===== config.mk =====
export PLATFORM = sky130hd
export DESIGN_NAME = cssut_clock_control
export DESIGN_NICKNAME = d
export VERILOG_FILES = /design/src/common/cssut_pkg.sv /design/src/hw/cssut_sync.sv /design/src/hw/cssut_wdg_timer.sv /design/src/hw/cssut_clock_control.sv
export SDC_FILE = /design/constraint.sdc
export NUM_CORES = 1
export LEC_CHECK = 0
export ABC_AREA = 1
export BUFFER_PORTS_ARGS = -buffer_cell sky130_fd_sc_hd__buf_2
export CAP_MARGIN = 20
export CORE_MARGIN = 5
export CORE_UTILIZATION = 58
export CTS_BUF_LIST = sky130_fd_sc_hd__clkbuf_4
export CTS_CLUSTER_SIZE = 28
export DETAILED_ROUTE_END_ITERATION = 12
export PLACE_DENSITY = 0.82
export SLEW_MARGIN = 20
export SYNTH_ARGS = -nofsm -noshare
export SYNTH_HDL_FRONTEND = slang
export SYNTH_HIERARCHICAL = 1
export SYNTH_SLANG_ARGS = --single-unit

===== constraint.sdc =====
create_clock -name clk -period 3.2 [get_ports clk]
set_clock_uncertainty 0.1 [all_clocks]
set_input_delay 0.64 -clock clk [delete_from_list [all_inputs] [get_ports clk]]
set_output_delay 0.64 -clock clk [all_outputs]
set_load 0.01 [all_outputs]

===== src/common/cssut_pkg.sv =====
// Constants and carrier types for the clock source, start-up and trim block
package cssut_pkg;
    // Clock source select fuse codes (0 = programmed, 1 = unprogrammed)
    localparam logic [1:0] CSSUT_SRC_EXTERNAL = 2'h0;
    localparam logic [1:0] CSSUT_SRC_RC_4M8 = 2'h1;
    localparam logic [1:0] CSSUT_SRC_RC_9M6 = 2'h2;
    localparam logic [1:0] CSSUT_SRC_LOWFREQ = 2'h3;
    // Start-up time fuse codes
    localparam logic [1:0] CSSUT_SUT_SHORT = 2'h0;
    localparam logic [1:0] CSSUT_SUT_4MS = 2'h1;
    localparam logic [1:0] CSSUT_SUT_64MS = 2'h2;
    localparam logic [1:0] CSSUT_SUT_RESERVED = 2'h3;
    // Delivered fuse defaults
    localparam logic [1:0] CSSUT_DEFAULT_SRC = 2'h2;
    localparam logic [1:0] CSSUT_DEFAULT_SUT = 2'h2;
    localparam logic CSSUT_FUSE_PROGRAMMED = 1'h0;
    localparam logic CSSUT_DEFAULT_DIV8 = 1'h0;
    // Nominal RC frequencies in kHz
    localparam int CSSUT_RC_HIGH_KHZ = 9600;
    localparam int CSSUT_RC_LOW_KHZ = 4800;
    // Start-up cycle counts of the selected source
    localparam logic [4:0] CSSUT_WAKE_CYCLES = 5'h06;
    localparam logic [4:0] CSSUT_RESET_CYCLES = 5'h0E;
    localparam int CSSUT_CNT_W = 5;
    // Watchdog oscillator cycles for the real-time reset delay
    localparam int CSSUT_WDG_W = 14;
    localparam logic [13:0] CSSUT_WDG_4MS_CYCLES = 14'h0200;
    localparam logic [13:0] CSSUT_WDG_64MS_CYCLES = 14'h2000;
    // Trim register layout
    localparam int CSSUT_TRIM_W = 7;
    localparam int CSSUT_TRIM_MSB = 6;
    localparam int CSSUT_TRIM_RSVD_BIT = 7;
    localparam logic [6:0] CSSUT_TRIM_MIN = 7'h00;
    localparam logic [6:0] CSSUT_TRIM_MID = 7'h3F;
    localparam logic [6:0] CSSUT_TRIM_MAX = 7'h7F;
    // Prescale select reset values
    localparam logic [3:0] CSSUT_PRESCALE_DIV8 = 4'h3;
    localparam logic [3:0] CSSUT_PRESCALE_DIV1 = 4'h0;

    typedef struct packed {
        logic [1:0] clock_source_select_fuses;
        logic [1:0] startup_time_fuses;
        logic divide_by_eight_fuse;
    } cssut_fuse_type;

    typedef struct packed {
        logic core_clock;
        logic peripheral_clock;
        logic program_memory_clock;
        logic converter_clock;
    } cssut_clock_enable_type;

    typedef enum logic [4:0] {
        CSSUT_ST_RESET = 5'b00001,
        CSSUT_ST_OSC_COUNT = 5'b00010,
        CSSUT_ST_WDG_WAIT = 5'b00100,
        CSSUT_ST_RUN = 5'b01000,
        CSSUT_ST_ASLEEP = 5'b10000
    } cssut_state_type;
endpackage


===== src/hw/cssut_sync.sv =====
// Two flip-flop synchroniser for a level from outside the clock domain
`timescale 1ns/1ps
module cssut_sync
    import cssut_pkg::*;
(
    input wire logic clk,
    input wire logic rst_n,
    input wire logic async_level,
    output logic sync_level
);
    logic stage1;

    always_ff @(posedge clk or negedge rst_n)
    begin
        if (!rst_n)
        begin
            stage1 <= 1'b0;
            sync_level <= 1'b0;
        end
        else
        begin
            stage1 <= async_level;
            sync_level <= stage1;
        end
    end
endmodule


===== src/hw/cssut_wdg_timer.sv =====
// Watchdog oscillator cycle counter for the real-time reset delay
`timescale 1ns/1ps
module cssut_wdg_timer
    import cssut_pkg::*;
(
    input wire logic clk,
    input wire logic rst_n,
    input wire logic clk_en,
    input wire logic start,
    input wire logic [CSSUT_WDG_W-1:0] target,
    input wire logic wdg_tick,
    output logic done
);
    logic [CSSUT_WDG_W-1:0] count;
    logic running;

    // Counts synchronised edges of the separate watchdog oscillator
    always_ff @(posedge clk or negedge rst_n)
    begin
        if (!rst_n)
        begin
            count <= '0;
            running <= 1'b0;
            done <= 1'b0;
        end
        else if (clk_en)
        begin
            if (start)
            begin
                count <= '0;
                running <= 1'b1;
                done <= 1'b0;
            end
            else if (running && wdg_tick)
            begin
                if (count == target - 14'h0001)
                begin
                    running <= 1'b0;
                    done <= 1'b1;
                end
                count <= count + 14'h0001;
            end
        end
    end
endmodule


===== src/hw/cssut_clock_control.sv =====
// Clock source selection, start-up sequencing, trim and clock gating
`timescale 1ns/1ps
module cssut_clock_control
    import cssut_pkg::*;
#(
    parameter logic [1:0] FUSE_SOURCE_DEFAULT = CSSUT_DEFAULT_SRC,
    parameter logic [1:0] FUSE_STARTUP_DEFAULT = CSSUT_DEFAULT_SUT
)
(
    input wire logic clk,
    input wire logic rst_n,
    input wire logic clk_en,
    input wire cssut_fuse_type fuses,
    input wire logic [CSSUT_TRIM_W-1:0] factory_trim,
    input wire logic wdg_osc_clk,
    input wire logic sleep_request,
    input wire logic [1:0] sleep_mode,
    input wire logic wake_event,
    input wire logic async_irq_pin,
    input wire logic trim_write,
    input wire logic [7:0] trim_write_data,
    output logic [7:0] oscillator_trim_register,
    output logic [CSSUT_TRIM_W-1:0] trim_value_field,
    output logic [1:0] source_sel,
    output logic rc_high_freq,
    output logic startup_reserved,
    output logic [3:0] prescale_select_field,
    output cssut_clock_enable_type clock_enables,
    output logic core_running,
    output logic async_irq_wake
);
    cssut_state_type state;
    cssut_fuse_type fuse_latch;
    logic fuse_captured;
    logic [CSSUT_CNT_W-1:0] osc_count;
    logic [CSSUT_CNT_W-1:0] osc_target;
    logic wdg_sync;
    logic wdg_prev;
    logic wdg_tick;
    logic wdg_start;
    logic wdg_done;
    logic [CSSUT_WDG_W-1:0] wdg_target;
    logic need_wdg;
    logic irq_sync;
    logic irq_latched;
    logic cold_start;
    logic [1:0] sleep_mode_held;

    // Sleep mode codes: 0 idle, 1 converter noise reduction, 2 power-down
    localparam logic [1:0] SLEEP_IDLE = 2'h0;
    localparam logic [1:0] SLEEP_NOISE = 2'h1;

    // Watchdog oscillator runs on its own; sample it before use
    cssut_sync u_wdg_sync (
        .clk(clk),
        .rst_n(rst_n),
        .async_level(wdg_osc_clk),
        .sync_level(wdg_sync)
    );

    always_ff @(posedge clk or negedge rst_n)
    begin
        if (!rst_n)
            wdg_prev <= 1'b0;
        else if (clk_en)
            wdg_prev <= wdg_sync;
    end

    assign wdg_tick = wdg_sync & ~wdg_prev;

    // Real-time reset delay in watchdog oscillator cycles
    always_comb
    begin
        wdg_target = CSSUT_WDG_4MS_CYCLES;
        need_wdg = 1'b0;
        if (fuse_latch.startup_time_fuses == CSSUT_SUT_4MS)
        begin
            wdg_target = CSSUT_WDG_4MS_CYCLES;
            need_wdg = 1'b1;
        end
        else if (fuse_latch.startup_time_fuses == CSSUT_SUT_64MS)
        begin
            wdg_target = CSSUT_WDG_64MS_CYCLES;
            need_wdg = 1'b1;
        end
    end

    cssut_wdg_timer u_wdg_timer (
        .clk(clk),
        .rst_n(rst_n),
        .clk_en(clk_en),
        .start(wdg_start),
        .target(wdg_target),
        .wdg_tick(wdg_tick),
        .done(wdg_done)
    );

    // Fuses are caught by a clocked process after reset release
    always_ff @(posedge clk or negedge rst_n)
    begin
        if (!rst_n)
        begin
            fuse_latch <= {FUSE_SOURCE_DEFAULT, FUSE_STARTUP_DEFAULT,
                CSSUT_DEFAULT_DIV8};
            fuse_captured <= 1'b0;
        end
        else if (clk_en && !fuse_captured)
        begin
            fuse_latch <= fuses;
            fuse_captured <= 1'b1;
        end
    end

    // Source decode from the fuse field
    assign source_sel = fuse_latch.clock_source_select_fuses;
    assign rc_high_freq =
        (fuse_latch.clock_source_select_fuses == CSSUT_SRC_RC_9M6);
    assign startup_reserved =
        (fuse_latch.startup_time_fuses == CSSUT_SUT_RESERVED);

    // Start-up cycle target: 14 after reset, 6 after wake
    assign osc_target = cold_start ? CSSUT_RESET_CYCLES : CSSUT_WAKE_CYCLES;
    assign wdg_start = (state == CSSUT_ST_OSC_COUNT) &&
        (osc_count == osc_target - 5'h01) && cold_start && need_wdg;

    // Start-up sequencer
    always_ff @(posedge clk or negedge rst_n)
    begin
        if (!rst_n)
        begin
            state <= CSSUT_ST_RESET;
            osc_count <= '0;
            cold_start <= 1'b1;
        end
        else if (clk_en)
        begin
            unique case (state)
                CSSUT_ST_RESET:
                begin
                    // Reserved start-up code stalls here, all gated
                    if (fuse_captured && !startup_reserved)
                    begin
                        osc_count <= '0;
                        state <= CSSUT_ST_OSC_COUNT;
                    end
                end
                CSSUT_ST_OSC_COUNT:
                begin
                    osc_count <= osc_count + 5'h01;
                    if (osc_count == osc_target - 5'h01)
                    begin
                        if (cold_start && need_wdg)
                            state <= CSSUT_ST_WDG_WAIT;
                        else
                            state <= CSSUT_ST_RUN;
                    end
                end
                CSSUT_ST_WDG_WAIT:
                begin
                    if (wdg_done)
                        state <= CSSUT_ST_RUN;
                end
                CSSUT_ST_RUN:
                begin
                    cold_start <= 1'b0;
                    if (sleep_request)
                        state <= CSSUT_ST_ASLEEP;
                end
                CSSUT_ST_ASLEEP:
                begin
                    if (wake_event || irq_latched)
                    begin
                        osc_count <= '0;
                        if (sleep_mode_held == SLEEP_IDLE ||
                            sleep_mode_held == SLEEP_NOISE)
                            state <= CSSUT_ST_RUN;
                        else
                            state <= CSSUT_ST_OSC_COUNT;
                    end
                end
            endcase
        end
    end

    assign core_running = (state == CSSUT_ST_RUN);

    // Mode is held from the edge that takes the request, so a moving
    // mode input cannot reopen gated domains or change the wake path
    always_ff @(posedge clk or negedge rst_n)
    begin
        if (!rst_n)
            sleep_mode_held <= SLEEP_IDLE;
        else if (clk_en && state == CSSUT_ST_RUN && sleep_request)
            sleep_mode_held <= sleep_mode;
    end

    // Clock gating per domain
    always_comb
    begin
        clock_enables = '0;
        unique case (state)
            CSSUT_ST_RUN:
            begin
                clock_enables.core_clock = 1'b1;
                clock_enables.program_memory_clock = 1'b1;
                clock_enables.peripheral_clock = 1'b1;
                clock_enables.converter_clock = 1'b1;
            end
            CSSUT_ST_ASLEEP:
            begin
                clock_enables.peripheral_clock =
                    (sleep_mode_held == SLEEP_IDLE);
                clock_enables.converter_clock =
                    (sleep_mode_held == SLEEP_IDLE) ||
                    (sleep_mode_held == SLEEP_NOISE);
            end
            CSSUT_ST_RESET,
            CSSUT_ST_OSC_COUNT,
            CSSUT_ST_WDG_WAIT:
            begin
                // Nothing runs until the start-up delay is over
                clock_enables = '0;
            end
        endcase
    end

    // Interrupt pin seen without the peripheral clock
    cssut_sync u_irq_sync (
        .clk(clk),
        .rst_n(rst_n),
        .async_level(async_irq_pin),
        .sync_level(irq_sync)
    );

    always_ff @(posedge clk or negedge rst_n)
    begin
        if (!rst_n)
            irq_latched <= 1'b0;
        else if (clk_en)
        begin
            if (irq_sync && state == CSSUT_ST_ASLEEP)
                irq_latched <= 1'b1;
            else if (state != CSSUT_ST_ASLEEP)
                irq_latched <= 1'b0;
        end
    end

    assign async_irq_wake = irq_latched;

    // Trim register: mid value at reset, factory load on the first enabled edge after release, then software writes
    always_ff @(posedge clk or negedge rst_n)
    begin
        if (!rst_n)
            trim_value_field <= CSSUT_TRIM_MID;
        else if (clk_en)
        begin
            if (state == CSSUT_ST_RESET && !fuse_captured)
                trim_value_field <= factory_trim;
            else if (trim_write)
                trim_value_field <= trim_write_data[CSSUT_TRIM_MSB:0];
        end
    end

    // Bit 7 reads zero; trim code is monotonic in frequency
    // The field drives the oscillator trim directly: 0x00 is the low end,
    // 0x3F the middle and 0x7F the top of the tuning span
    assign oscillator_trim_register = {1'b0, trim_value_field};

    // Prescale select reset value follows divide-by-eight fuse
    always_ff @(posedge clk or negedge rst_n)
    begin
        if (!rst_n)
            prescale_select_field <= CSSUT_PRESCALE_DIV8;
        else if (clk_en && state == CSSUT_ST_RESET && !fuse_captured)
        begin
            if (fuses.divide_by_eight_fuse == CSSUT_FUSE_PROGRAMMED)
                prescale_select_field <= CSSUT_PRESCALE_DIV8;
            else
                prescale_select_field <= CSSUT_PRESCALE_DIV1;
        end
    end
endmodule


==> impl_results.md <==
* Outcome: complete, no violations
* CP Capture Type: register
* Post-Route Setup TNS at 0 ns
* Longest Clk Path Bufs at 2
* Die W at 85.4 µm
* Leakage at 2.18 nW
* Worst-Margin Slew at 0.528 ns
* # port buffers at 54
* Total gr overflow at 0
* Yosys top cell by area: dfrtp_1
* Unrepaired setup endpoints after global routing: false
* PwrDens at 402 nW/µm²
* DR iter-0 viols at 160
* WL final at 6960 µm
* Layout area overhead at 14.3%
* Headroom to the max-slew limit at 64.8%
* Fmax at 362 MHz
* Final hold vios at 0
* Drc violations at 0
* Vias in the first global route at 2933
* CTS buffer count at 5
* Worst-Skew Late Latency at 0.37 ns
* Yosys reg bits at 48
* Via count at 2934
* Commonest non-fill, non-tap cell in the layout: nand2_1
* CP Class: register to register
* Yosys warns at 6
* Avg WL per Cell at 11.1 µm
* Sequential area share after synthesis at 36.9%
* Setup violators final at 0
* Gp weighted congestion at 0.870
* # nets final at 589
* Syn Inst Count at 462
* Number of distinct library cells after synthesis at 36
* Setup crit start kind: register
* Largest net degree at the start of global routing at 21
* CP Max Fanout at 7
* Via density at 4.69
* Buffer count from post-CTS setup fixing at 0
* # diodes at 0
* IO Count at 59
* Tot GR Track Use at 20.2%
* Area contributors post-synth: dfrtp_1 (28%), nand2_1 (17%), dfstp_2 (8.8%), inv_1 (6.4%), nand3_1 (4.4%)
* First-pass DRT Iterations at 4
* Initial core utilization at 59.9%
* First-pass GRT wire length at 12300 µm
* Placeable Area at 5510 µm²
* Post-synth design cell area at 3300 µm²
* CTS Sinks at 48
* Fin util at 68.4%
* Critical path required time at 3.38 ns
* Reg clk slew, reported paths at 0.15 ns
* Die Y at 85.4 µm
* Area share of the leading cell type in the synthesized netlist at 28.1%
* Period minus WS final at 2.77 ns
* Detail Placement HPWL at 5660 µm
* Antenna violations before repair at 0
* Max-slew violation count at 0
* Post-route ant nets at 0
* Layout cell share with drive strength beyond 1 at 23.5%
* WP data arrival at 2.95 ns
* Die area at 7290 µm²
* Syn avg cell area at 7.14 µm²
* # rows at 27
* Final period utilization at 86.4%
* CTS Hold Bufs at 0
* Max VDD drop at 0.000426 V
* Clock H-tree levels at 2
* Most frequent cells in the layout: nand2_1 (148), inv_1 (56), buf_2 (54), conb_1 (44)
* TritonCTS clock tree: done
* Root buf cell: clkbuf_4
* MaxCap Viol Count at 0
* Hold WC Path Type: input port to async pin
* Cts repair resizes at 0
==> worst max-delay path, stage by stage, from the launching register on <==
cell      delay [ns]
dfstp_2         0.58
ha_1            0.23
or2_2           0.33
nor4_1          0.28
buf_4           0.17
inv_2           0.04
nand2_2         0.08
nand2_4         0.07
clkinv_2        0.10
nand2_2         0.09
nor2_4          0.12
nand3b_2        0.11
nor2_1          0.12
nand2_1         0.08
o21ai_1         0.12
nor2_1          0.06
==> power breakdown <==
| group | switching, W | total (W) | leakage, nW | internal (W) |
|---|---|---|---|---|
| clock | 0.000197 | 0.000283 | 0.0330 | 0.0000852 |
| combinational | 0.000325 | 0.000502 | 1.59 | 0.000177 |
| sequential | 0.0000589 | 0.000730 | 0.557 | 0.000671 |
| total | 0.000582 | 0.00151 | 2.18 | 0.000933 |
==> state kept, by name, summed over array words and instances, names as in the netlist <==
register               count
async_irq_wake             1
u_wdg_timer/count         14
wdg_prev                   1
cold_start                 1
prescale_select_field      1
u_irq_sync/sync_level      1
state                      5
u_wdg_sync/stage1          1
u_wdg_timer/running        1
fuse_captured              1
sleep_mode_held            2
u_wdg_sync/sync_level      1
source_sel                 2
trim_value_field           7
osc_count                  5
u_wdg_timer/done           1
fuse_latch                 2
u_irq_sync/stage1          1
==> kinds of logic after synthesis <==
| family | count (synthesis) | synth area share (%) |
|---|---|---|
| buffers and inverters | 82 | 11.3 |
| XOR/XNOR | 14 | 3.72 |
| AND/OR/NAND/NOR | 272 | 39.1 |
| multiplexers | 2 | 0.683 |
| AO/OA/AOI/OAI | 36 | 5.50 |
| adder cells (fa/ha/maj) | 7 | 2.66 |
| flip-flops | 48 | 36.9 |
| other | 1 | 0.114 |
==> worst paths after layout <==
check                                             end  slack [ns]              start  cells after the start
worst max-delay path            u_wdg_timer/count[11]        0.43      fuse_latch[2]                     15
worst min-delay path             u_wdg_timer/count[9]        0.10              rst_n                      1
worst max register to register  u_wdg_timer/count[11]        0.43      fuse_latch[2]                     15
worst min register to register  u_irq_sync/sync_level        0.27  u_irq_sync/stage1                      0
max in group asynchronous                  cold_start        2.21              rst_n                      2
min in group clk                u_irq_sync/sync_level        0.27  u_irq_sync/stage1                      0
==> per-layer routing <==
layer	track usage [%]	wire, µm	vias to the layer above
met5	0	0	-
met4	4.75	50	0
met3	3.50	318	4
met2	37.6	3670	49
met1	24.0	2920	1322
li1	-	-	1559
==> through the flow <==
step	total power [W]	hold WS (ns)	std cells	area (µm²)	setup slack, ns
after global routing	0.00163	0.115	625	3770	0.146
after floorplan	0.00112	0.231	505	3460	0.585
after detailed placement	0.00124	0.238	617	3710	0.457
after global placement	0.00123	0.233	617	3710	0.505
after CTS	0.00153	0.0991	625	3770	0.435
final	0.00151	0.102	625	3770	0.434
==> cell type report <==
class | instances | area, µm²
clock inverter | 3 | 17.5
sequential | 48 | 1210
inverter | 65 | 245
timing repair buffer | 57 | 293
multi-input combinational | 375 | 1870
fill | 515 | 1740
tap | 72 | 90.1
clock buffer | 5 | 37.5
==> cell usage after synthesis, drive strengths merged <==
cell	n
a21oi	13
and3	1
buf	17
clkinv	1
conb	1
dfrtp	37
dfstp	11
ha	7
inv	64
mux2	2
nand2	159
nand3	32
nand3b	1
nand4	5
nor2	60
nor2b	1
nor3	9
nor4	1
o21ai	22
o22ai	1
or2	3
xnor2	6
xor2	8
No activity file was read; power rests on OpenSTA's default activity.
